===== config.mk =====
export PLATFORM = sky130hd
export DESIGN_NAME = auto_mute_dither_config
export DESIGN_NICKNAME = d
export VERILOG_FILES = /design/src/auto_mute_pkg.sv /design/src/auto_mute_dither_config.sv
export VERILOG_INCLUDE_DIRS = /design/src
export SDC_FILE = /design/constraint.sdc
export NUM_CORES = 1
export LEC_CHECK = 0
export BUFFER_PORTS_ARGS = -buffer_cell sky130_fd_sc_hd__buf_2
export CAP_MARGIN = 20
export CORE_UTILIZATION = 40
export CTS_CLUSTER_SIZE = 30
export DETAILED_ROUTE_END_ITERATION = 16
export GPL_ROUTABILITY_DRIVEN = 0
export SLEW_MARGIN = 0
export SYNTH_ARGS = -nofsm -noshare
export SYNTH_HDL_FRONTEND = slang
export SYNTH_SLANG_ARGS = --single-unit

===== constraint.sdc =====
create_clock -name mclk -period 2 [get_ports mclk]
set_input_delay 0.6 -clock mclk [delete_from_list [all_inputs] [get_ports mclk]]
set_output_delay 0.6 -clock mclk [all_outputs]
set_load 0.1 [all_outputs]

===== src/auto_mute_defs.svh =====
`ifndef AUTO_MUTE_DEFS_SVH
`define AUTO_MUTE_DEFS_SVH

// Register offsets
`define OFS_AUTO_MUTE_CTRL   8'h41
`define OFS_ANALOG_DELAY     8'h42
`define OFS_DITHER_GAIN      8'h43

// Reset values
`define RST_AUTO_MUTE_CTRL   8'h07
`define RST_ANALOG_DELAY     8'h0C
`define RST_DITHER_GAIN      8'h00
`define RST_BYTE_ZERO        8'h00

// Field positions in auto_mute_control
`define BIT_LINK_CTRL        2
`define BIT_ENABLE1          1
`define BIT_ENABLE0          0

// Field positions in primary_dither_gain
`define FLD_LEFT_AC          7:6
`define FLD_RIGHT_AC         5:4
`define FLD_LEFT_DEM         3:2
`define FLD_RIGHT_DEM        1:0

// Gain codes
`define CODE_00              2'h0
`define CODE_01              2'h1
`define CODE_10              2'h2
`define CODE_11              2'h3

// Gains as unsigned Q1.3
`define GAIN_NONE            4'h0
`define GAIN_0125            4'h1
`define GAIN_025             4'h2
`define GAIN_05              4'h4
`define GAIN_10              4'h8

// Saturation value of the frame-period wait counter
`define WAIT_MAX             8'hFF

`endif


===== src/auto_mute_pkg.sv =====
package auto_mute_pkg;
    typedef logic [7:0] reg_byte_t;
    typedef logic [3:0] gain_t;
endpackage


===== src/auto_mute_dither_config.sv =====
`include "auto_mute_defs.svh"
// What this block does
// - Link bit 0: each channel auto mutes on its own zero detection.
// - Link bit 1: mute both only when both would mute; resets to 1.
// - Zero detection length comes from a separate register input.
// - Bit 1 enables right channel auto mute when 1; resets to 1.
// - Bit 0 enables left channel auto mute when 1; resets to 1.
// - Linked and one channel disabled: the other never auto mutes.
// - Analog mute waits a programmed delay after complete digital mute.
// - Delay is eight-bit frame-period count, 0 none, reset 0x0C.
// - Left AC gain code 00 is 0.125, 01 is 0.25; resets zero.
// - Right AC gain code 00 is 0.125, 01 is 0.25; resets zero.
// - Left DEM gain code 00 is 0.5, 01 is 1.0; resets zero.
// - Right DEM gain code 00 is 0.5, 01 is 1.0; resets zero.
module auto_mute_dither_config #(
    parameter int ZLEN_W = 16                  // Zero length counter width
) (
    input  wire logic                      mclk,        // 20 MHz clock
    input  wire logic                      rstn,        // Sync reset, low
    input  wire logic [7:0]                reg_addr,    // Register offset
    input  wire logic [7:0]                reg_wdata,   // Write data
    input  wire logic                      reg_wr,      // Write strobe
    input  wire logic                      reg_rd,      // Read strobe
    output auto_mute_pkg::reg_byte_t       reg_rdata,   // Read data
    input  wire logic                      frame_tick,  // One per LR frame
    input  wire logic                      left_zero,   // Left sample zero
    input  wire logic                      right_zero,  // Right sample zero
    input  wire logic [ZLEN_W-1:0]         zero_len,    // Zero frames needed
    input  wire logic                      dig_mute_done, // Digital muted
    output logic                           left_auto_mute,  // Left muted
    output logic                           right_auto_mute, // Right muted
    output logic                           analog_silence,  // Analog mute
    output auto_mute_pkg::gain_t           left_primary_ac_gain,   // Q1.3
    output auto_mute_pkg::gain_t           right_primary_ac_gain,  // Q1.3
    output auto_mute_pkg::gain_t           left_primary_dem_gain,  // Q1.3
    output auto_mute_pkg::gain_t           right_primary_dem_gain  // Q1.3
);

    auto_mute_pkg::reg_byte_t ctrl_r;
    auto_mute_pkg::reg_byte_t delay_r;
    auto_mute_pkg::reg_byte_t gain_r;
    logic [ZLEN_W-1:0]        zcnt_r [2];
    logic [1:0]               zdone;
    logic [7:0]               wait_r;
    logic                     channel_link_mute_ctrl;
    logic                     mute_enable_bit1;
    logic                     mute_enable_bit0;

    assign channel_link_mute_ctrl = ctrl_r[`BIT_LINK_CTRL];
    assign mute_enable_bit1       = ctrl_r[`BIT_ENABLE1];
    assign mute_enable_bit0       = ctrl_r[`BIT_ENABLE0];

    // Register writes; reserved bits are stored as plain R/W
    always_ff @(posedge mclk) begin
        if (!rstn) begin
            ctrl_r  <= `RST_AUTO_MUTE_CTRL;
            delay_r <= `RST_ANALOG_DELAY;
            gain_r  <= `RST_DITHER_GAIN;
        end else if (reg_wr) begin
            unique case (reg_addr)
                `OFS_AUTO_MUTE_CTRL: ctrl_r  <= reg_wdata;
                `OFS_ANALOG_DELAY:   delay_r <= reg_wdata;
                `OFS_DITHER_GAIN:    gain_r  <= reg_wdata;
                default: ;
            endcase
        end
    end

    // Read data is registered; unmapped offsets read zero
    always_ff @(posedge mclk) begin
        if (!rstn) begin
            reg_rdata <= `RST_BYTE_ZERO;
        end else if (reg_rd) begin
            unique case (reg_addr)
                `OFS_AUTO_MUTE_CTRL: reg_rdata <= ctrl_r;
                `OFS_ANALOG_DELAY:   reg_rdata <= delay_r;
                `OFS_DITHER_GAIN:    reg_rdata <= gain_r;
                default:             reg_rdata <= `RST_BYTE_ZERO;
            endcase
        end
    end

    // Consecutive zero frames per channel, index 0 left, 1 right
    always_ff @(posedge mclk) begin
        if (!rstn) begin
            for (int i = 0; i < 2; i++) begin
                zcnt_r[i] <= '0;
            end
        end else if (frame_tick) begin
            for (int i = 0; i < 2; i++) begin
                if (!(i == 0 ? left_zero : right_zero)) begin
                    zcnt_r[i] <= '0;
                end else if (zcnt_r[i] != '1) begin
                    zcnt_r[i] <= zcnt_r[i] + 1'b1;
                end
            end
        end
    end

    // Length is owned by another register, not by this bank
    assign zdone[0] = zcnt_r[0] >= zero_len;
    assign zdone[1] = zcnt_r[1] >= zero_len;

    // Enable bits follow the described channel, not their names
    always_ff @(posedge mclk) begin
        if (!rstn) begin
            left_auto_mute  <= 1'b0;
            right_auto_mute <= 1'b0;
        end else if (channel_link_mute_ctrl) begin
            left_auto_mute  <= mute_enable_bit0 && mute_enable_bit1 &&
                               zdone[0] && zdone[1];
            right_auto_mute <= mute_enable_bit0 && mute_enable_bit1 &&
                               zdone[0] && zdone[1];
        end else begin
            left_auto_mute  <= mute_enable_bit0 && zdone[0];
            right_auto_mute <= mute_enable_bit1 && zdone[1];
        end
    end

    // Frame periods elapsed since digital mute completed
    always_ff @(posedge mclk) begin
        if (!rstn || !dig_mute_done) begin
            wait_r <= `RST_BYTE_ZERO;
        end else if (frame_tick && wait_r != `WAIT_MAX) begin
            wait_r <= wait_r + 8'h01;
        end
    end

    // Release is immediate so unmuted audio is never clipped at the start
    always_ff @(posedge mclk) begin
        if (!rstn) begin
            analog_silence <= 1'b0;
        end else begin
            analog_silence <= dig_mute_done && (wait_r >= delay_r);
        end
    end

    function automatic auto_mute_pkg::gain_t ac_gain(input logic [1:0] c);
        unique case (c)
            `CODE_00: ac_gain = `GAIN_0125;
            `CODE_01: ac_gain = `GAIN_025;
            `CODE_10: ac_gain = `GAIN_05;
            `CODE_11: ac_gain = `GAIN_NONE;
        endcase
    endfunction

    // Reserved DEM codes are not expected; they fall back to 0.5
    function automatic auto_mute_pkg::gain_t dem_gain(input logic [1:0] c);
        dem_gain = (c == `CODE_01) ? `GAIN_10 : `GAIN_05;
    endfunction

    always_ff @(posedge mclk) begin
        if (!rstn) begin
            left_primary_ac_gain   <= `GAIN_0125;
            right_primary_ac_gain  <= `GAIN_0125;
            left_primary_dem_gain  <= `GAIN_05;
            right_primary_dem_gain <= `GAIN_05;
        end else begin
            left_primary_ac_gain   <= ac_gain(gain_r[`FLD_LEFT_AC]);
            right_primary_ac_gain  <= ac_gain(gain_r[`FLD_RIGHT_AC]);
            left_primary_dem_gain  <= dem_gain(gain_r[`FLD_LEFT_DEM]);
            right_primary_dem_gain <= dem_gain(gain_r[`FLD_RIGHT_DEM]);
        end
    end
endmodule // auto_mute_dither_config


==> flow_metrics.py, run 1 <==
metrics = {
    "synth": {
        "ys_seq_area_frac": 0.4329,
        "synth_top_cell_area_share": 0.2272,
        "netlist_area_sq_um": 4671,
        "ys_seq_elements": 85,
        "ys_types": 48,
        "synth_top_area_cell": "dfxtp_1",
        "netlist_top_cells_count": "nor2_1 (83), dfxtp_1 (53), ha_1 (43)",
        "async_reset_ff_frac": 0,
        "synth_most_common_cell": "nor2_1",
        "synth_edf_count": 32,
        "synth-main-ff-cell": "dfxtp_1",
        "synth_cells": 484,
        "synth_area_leaders": "dfxtp_1 (23%), edfxtp_1 (21%), ha_1 (12%)",
        "avgSynthCellArea_sq_um": 9.650,
        "yosysWarningCount": 0,
    },
    "route": {
        "routed_wl_um": 10440,
        "drt_iter0_drc": 115,
        "wire_per_inst_um": 14.30,
        "firstDrtPassIters": 4,
        "drc_errors": 0,
        "vias": 3689,
        "ant_nets": 0,
        "vias_per_cell": 5.053,
    },
    "worst_setup_path": {
        "cp.required_ns": 2.21,
        "crit_family": "compound AO/OA/AOI/OAI gates",
        "path_depth": 8,
        "slowest_stage": "edfxtp_1",
        "crit_arrival_ns": 2.14,
        "end_kind": "flop",
        "cpMostUsedCell": "a211oi_1",
        "critPathLaunchType": "flop",
        "rr_worst_depth": 8,
        "crit_fanout": 2,
        "path_buf_inv": 1,
        "slowest_delay_ns": 0.41,
        "critical_path_class": "reg -> reg",
        "crit_path_cell_trace": "inv_1, ha_1, nand2b_4, a2111oi_4, or3_1, a211oi_1, o31ai_1, a211oi_1",
    },
    "grt": {
        "grt.overflow.total": 0,
        "grt_pass1_wl_um": 16620,
        "antenna_found_initial": 0,
        "grt_pass1_vias": 3475,
        "grt_max_degree": 32,
        "gr-usage-all-layers": 0.1821,
    },
    "die": {
        "core.rowCount": 39,
        "fp.dieArea_sq_um": 12110,
        "fp.dieH_um": 110.1,
        "fp.dieW_um": 110.1,
        "io_pins": 67,
        "core_area_sq_um": 11420,
        "start_util": 0.4091,
    },
    "clocking": {
        "hold_buffers": 0,
        "clk_pin_slew_worst_paths_ns": 0.07,
        "clk_latency_ns": 0.34,
        "tritoncts": "done",
        "cts.sinks": 85,
        "root_buffer": "clkbuf_16",
        "ctsLongestPathBuffers": 2,
        "cts_buffers": 9,
        "cts_max_level": 3,
    },
    "cells_and_area": {
        "area_growth_pct": 24.46,
        "num_antenna_cells": 0,
        "fin_nets": 665,
        "drive_gt1_frac": 0.2504,
        "nFillCells": 1082,
    },
    "timing": {
        "final.setup.tns_ns": 0,
        "drv_slew": 0,
        "period_minus_slack_ns": 1.922,
        "setup_viol": 0,
        "post-route-period-util": 0.9611,
        "rsz0062_at_grt": "true",
        "hold_viol": 0,
        "fmax_mhz": 520.2,
        "clock_skew_ns": 0.007196,
    },
    "power_and_ir_drop": {
        "ir_drop_mv": 0.4928,
        "powerDensity_nw_per_um2": 673.8,
        "leakagePower_uw": 0.002555,
        "p_total_uw": 3917,
    },
    "job": {
        "max_cap_viol_count": 0,
    },
    "place": {
        "io_buffers": 60,
        "dp.final_hpwl_um": 7856,
    },
    "hold_path": {
        "hp-class": "reg -> reg",
        "whs_path_depth": 1,
    },
    "status": {
        "outcome": "complete, no violations",
    },
}
-- registers in the layout, indices dropped and copies added (netlist names) --
register / count
right_primary_dem_gain: 2
wait_r: 8
right_primary_ac_gain: 3
left_primary_dem_gain: 2
zcnt_r: 32
delay_r: 8
left_auto_mute: 1
ctrl_r: 8
left_primary_ac_gain: 3
reg_rdata: 8
analog_silence: 1
gain_r: 8
right_auto_mute: 1
-- cells by family after synthesis --
group,share of synthesized area
AOI/OAI and AO/OA,0.07768
other,0.0008029
muxes,0.07286
buffers and inverters,0.05545
xor gates and xnor gates,0.06376
and+or+nand+nor,0.1814
DFF,0.4329
adders and majority gates,0.1152
-- final cells by class --
| class | count | area, sq um | share of cell area |
|---|---|---|---|
| Inverter | 38 | 142.6 | 0.02454 |
| Tap cell | 143 | 178.9 | 0.03078 |
| Multi-Input combinational cell | 348 | 2511 | 0.4320 |
| Timing Repair Buffer | 100 | 684.4 | 0.1177 |
| Clock buffer | 10 | 229.0 | 0.03939 |
| Clock inverter | 6 | 45.04 | 0.007749 |
| Sequential cell | 85 | 2022 | 0.3478 |
-- report_power, final --
group	internal, uW	leakage (uW)	switching (uW)
logic	196	0.00164	266
clock network	854	0.000134	721
registers	1830	0.000783	44.3
-- cell usage in the layout, fill, tap and decap left out, types with 3 or more instances in the layout --
| cell | netlist | layout |
|---|---|---|
| a211oi_1 | 6 | 4 |
| ha_1 | 43 | 41 |
| nor2b_1 | 3 | 3 |
| mux2i_1 | 25 | 25 |
| buf_2 | 2 | 60 |
| clkbuf_16 | 0 | 10 |
| or3_1 | 3 | 3 |
| nand3_1 | 19 | 18 |
| a21oi_1 | 21 | 21 |
| inv_6 | 0 | 3 |
| mux2_2 | 8 | 8 |
| xor2_1 | 21 | 21 |
| nand4_1 | 13 | 13 |
| buf_4 | 6 | 33 |
| xnor2_1 | 13 | 13 |
| a21o_1 | 3 | 3 |
| edfxtp_1 | 32 | 32 |
| inv_1 | 38 | 38 |
| dfxtp_1 | 53 | 53 |
| o21ai_0 | 7 | 6 |
| nor2_1 | 83 | 83 |
| buf_12 | 1 | 5 |
| a22oi_1 | 8 | 8 |
| nand2_1 | 25 | 23 |
| and3_1 | 7 | 6 |
| conb_1 | 1 | 6 |
-- per-stage QoR --
step	util	instance area, sq um	setup slack (ns)	hold slack, ns	std cells
detailed placement	0.4718	5388	-0.2805	0.4463	710
floorplan	-	4692	0.01132	0.4129	489
global route	0.5091	5813	-0.09190	0.4763	730
global placement	0.4718	5388	-0.2490	0.4414	710
finish	0.5091	5813	0.07776	0.4578	730
CTS	0.4964	5668	0.003562	0.4614	726
-- routing by layer --
layer	global-route usage	part of all wire	wire length [um]	vias up
met3	0.03469	0.020	213	14
met1	0.2439	0.48	5033	1759
met5	0	0	0	-
met4	0.07905	0.021	221	0
met2	0.2853	0.48	4970	46
li1	-	-	-	1870
-- worst paths after layout --
kind,startpoint,to,slack (ns)
setup / recovery,zcnt_r[1][0],left_auto_mute,0.08
hold / removal,gain_r[2],left_primary_dem_gain[2],0.46
setup reg to reg,zcnt_r[1][0],left_auto_mute,0.08
hold reg to reg,gain_r[2],left_primary_dem_gain[2],0.46
-- worst reg2reg max path: cells and delay by family (launching register included) --
| kind | cells | cell delay (ns) |
|---|---|---|
| AO/OA/AOI/OAI | 4 | 0.76 |
| flip-flops | 1 | 0.41 |
| AND/OR/NAND/NOR | 2 | 0.32 |
| adder cells (fa/ha/maj) | 1 | 0.23 |
| buffers and inverters | 1 | 0.08 |
-- timing repair --
action	CTS	global route
resized for setup	2	19
pin swaps	0	15
setup endpoints to repair	1	60
buffers inserted	0	3
gates cloned	0	1
(Power assumes the default switching activity.)
==> run 2: changes to the inputs <==
--- a/config.mk
+++ b/config.mk
@@ -12,7 +12,9 @@
 export CTS_CLUSTER_SIZE = 30
 export DETAILED_ROUTE_END_ITERATION = 16
 export GPL_ROUTABILITY_DRIVEN = 0
+export SETUP_SLACK_MARGIN = 0.5
 export SLEW_MARGIN = 0
 export SYNTH_ARGS = -nofsm -noshare
 export SYNTH_HDL_FRONTEND = slang
 export SYNTH_SLANG_ARGS = --single-unit
+export TNS_END_PERCENT = 20
==> run 2 against run 1 <==
Clock-buffer cell count grew 4. First-iteration DRC count increased by 17%. Register-to-register slack worse by 0.02 ns. Sequential power about the same. Final cell count grew 0.96%. Sequential share of layout area fell by 1.4 points. Power increased by 3.1%. Clock power rose by 6%. Global-route usage up 0.99 points. Fmax fell by 0.84%.
==> flow_metrics.py, run 2 (synthesized netlist as in run 1, its figures left out) <==
metrics = {
    "status": {
        "outcome": "complete, no violations",
    },
    "route": {
        "firstDrtPassIters": 4,
        "drt_iter0_drc": 135,
        "routed_wl_um": 10820,
        "wire_per_inst_um": 14.68,
        "drc_errors": 0,
        "vias_per_cell": 5.033,
        "ant_nets": 0,
        "vias": 3709,
    },
    "worst_setup_path": {
        "crit_arrival_ns": 2.14,
        "crit_fanout": 7,
        "critical_path_class": "reg -> reg",
        "cp.required_ns": 2.20,
        "cp-startpoint": "zcnt_r[0][0]",
        "r2r-start": "zcnt_r[0][0]",
        "end_kind": "flop",
        "rr_worst_depth": 10,
        "critPathLaunchType": "flop",
    },
    "grt": {
        "grt_pass1_vias": 3637,
        "grt.overflow.total": 0,
        "grt_pass1_wl_um": 17530,
        "antenna_found_initial": 0,
        "gr-usage-all-layers": 0.1919,
        "grt_max_degree": 30,
    },
    "die": {
        "core_area_sq_um": 11420,
        "io_pins": 67,
        "start_util": 0.4091,
        "fp.dieArea_sq_um": 12110,
        "fp.dieH_um": 110.1,
        "fp.dieW_um": 110.1,
        "core.rowCount": 39,
    },
    "power_and_ir_drop": {
        "powerDensity_nw_per_um2": 666.9,
        "ir_drop_mv": 0.3510,
        "leakagePower_uw": 0.002604,
    },
    "timing": {
        "setup_viol": 0,
        "clock_skew_ns": 0.003975,
        "hold_viol": 0,
        "rsz0062_at_grt": "true",
        "setup_ws_ns": 0.06147,
        "period_minus_slack_ns": 1.939,
        "post-route-period-util": 0.9693,
        "fmax_mhz": 515.9,
        "final.setup.tns_ns": 0,
        "drv_slew": 0,
    },
    "clocking": {
        "cts.sinks": 85,
        "hold_buffers": 0,
        "root_buffer": "clkbuf_16",
        "cts_buffers": 9,
        "cts_max_level": 3,
        "ctsLongestPathBuffers": 2,
        "clk_latency_ns": 0.34,
        "clk_pin_slew_worst_paths_ns": 0.06,
        "tritoncts": "done",
    },
    "hold_path": {
        "worstHoldStart": "gain_r[6]",
        "whs_path_depth": 2,
        "hp-class": "reg -> reg",
    },
    "place": {
        "place_inst": 706,
        "dp.final_hpwl_um": 8038,
        "post-place-ws_ns": -0.2286,
        "io_buffers": 60,
    },
    "job": {
        "max_cap_viol_count": 0,
    },
    "cells_and_area": {
        "drive_gt1_frac": 0.2912,
        "num_antenna_cells": 0,
        "largest_reg_flops": 32,
        "regMostFlops": "zcnt_r",
        "layout_commonest_cell": "nor2_1",
        "area_growth_pct": 29.57,
        "stdcell_count": 737,
        "fin_nets": 672,
        "layout_common_cells": "nor2_1 (76), buf_2 (60), dfxtp_1 (53)",
    },
}
==> run 2: changes by cell type in the layout (fill, tap and decap cells not counted), moves of 3 or more <==
cell    change
buf_12      -3
ha_1        -8
nor2_2      +6
nor2_1      -7
buf_6       +3
inv_1       -3
ha_4       +10
buf_4       +6
==> run 2: report_power, final <==
group	switching, uW	internal (uW)	total [uW]
Clock	680	987	1670
Sequential	46.5	1840	1880
Combinational	280	207	487
Total	1010	3030	4040
==> run 2: per-layer routing <==
| layer | track usage | vias up | wire [um] |
|---|---|---|---|
| met5 | 0 | - | 0 |
| met4 | 0.07143 | 0 | 155 |
| met3 | 0.03410 | 13 | 465 |
| met2 | 0.3281 | 77 | 5256 |
| met1 | 0.2406 | 1733 | 4943 |
| li1 | - | 1886 | - |
==> run 2: layout make-up <==
class	count	area, sq um
Tap cell	143	178.9
Clock buffer	14	285.3
Clock inverter	2	13.76
Sequential cell	85	2022
Multi-Input combinational cell	349	2686
Timing Repair Buffer	106	705.7
Fill cell	1072	5366
Inverter	38	160.2
==> run 2: through the flow <==
step	power (uW)	util	hold WS (ns)	area, sq um
detailed placement	2355	0.4808	0.4643	5490
CTS	4048	0.5203	0.4768	5941
floorplan	2208	-	0.4129	4862
finish	4036	0.5300	0.4708	6052
global route	4203	0.5300	0.5004	6052
global placement	2338	0.4808	0.4436	5490
==> run 2: worst max-delay path: stages, from the launching register on <==
cell and delay [ns]:
edfxtp_1 0.41, buf_4 0.15, buf_6 0.11, ha_4 0.15, and3_4 0.16, nand3_4 0.08
nor3_4 0.04, and3_4 0.17, or2_4 0.27, buf_12 0.15, nor2_2 0.10
==> run 2: final timing paths <==
check                            end  slack, ns
max                    zcnt_r[0][11]       0.06
min          left_primary_ac_gain[1]       0.47
max reg2reg            zcnt_r[0][11]       0.06
min reg2reg  left_primary_ac_gain[1]       0.47
==> run 2: repair_timing <==
action / 4_1_cts / 5_1_grt
cloned: 2 / 0
setup endpoints to repair: 119 / 128
pin swaps: 3 / 6
resized for setup: 14 / 15
buffers inserted: 6 / 7
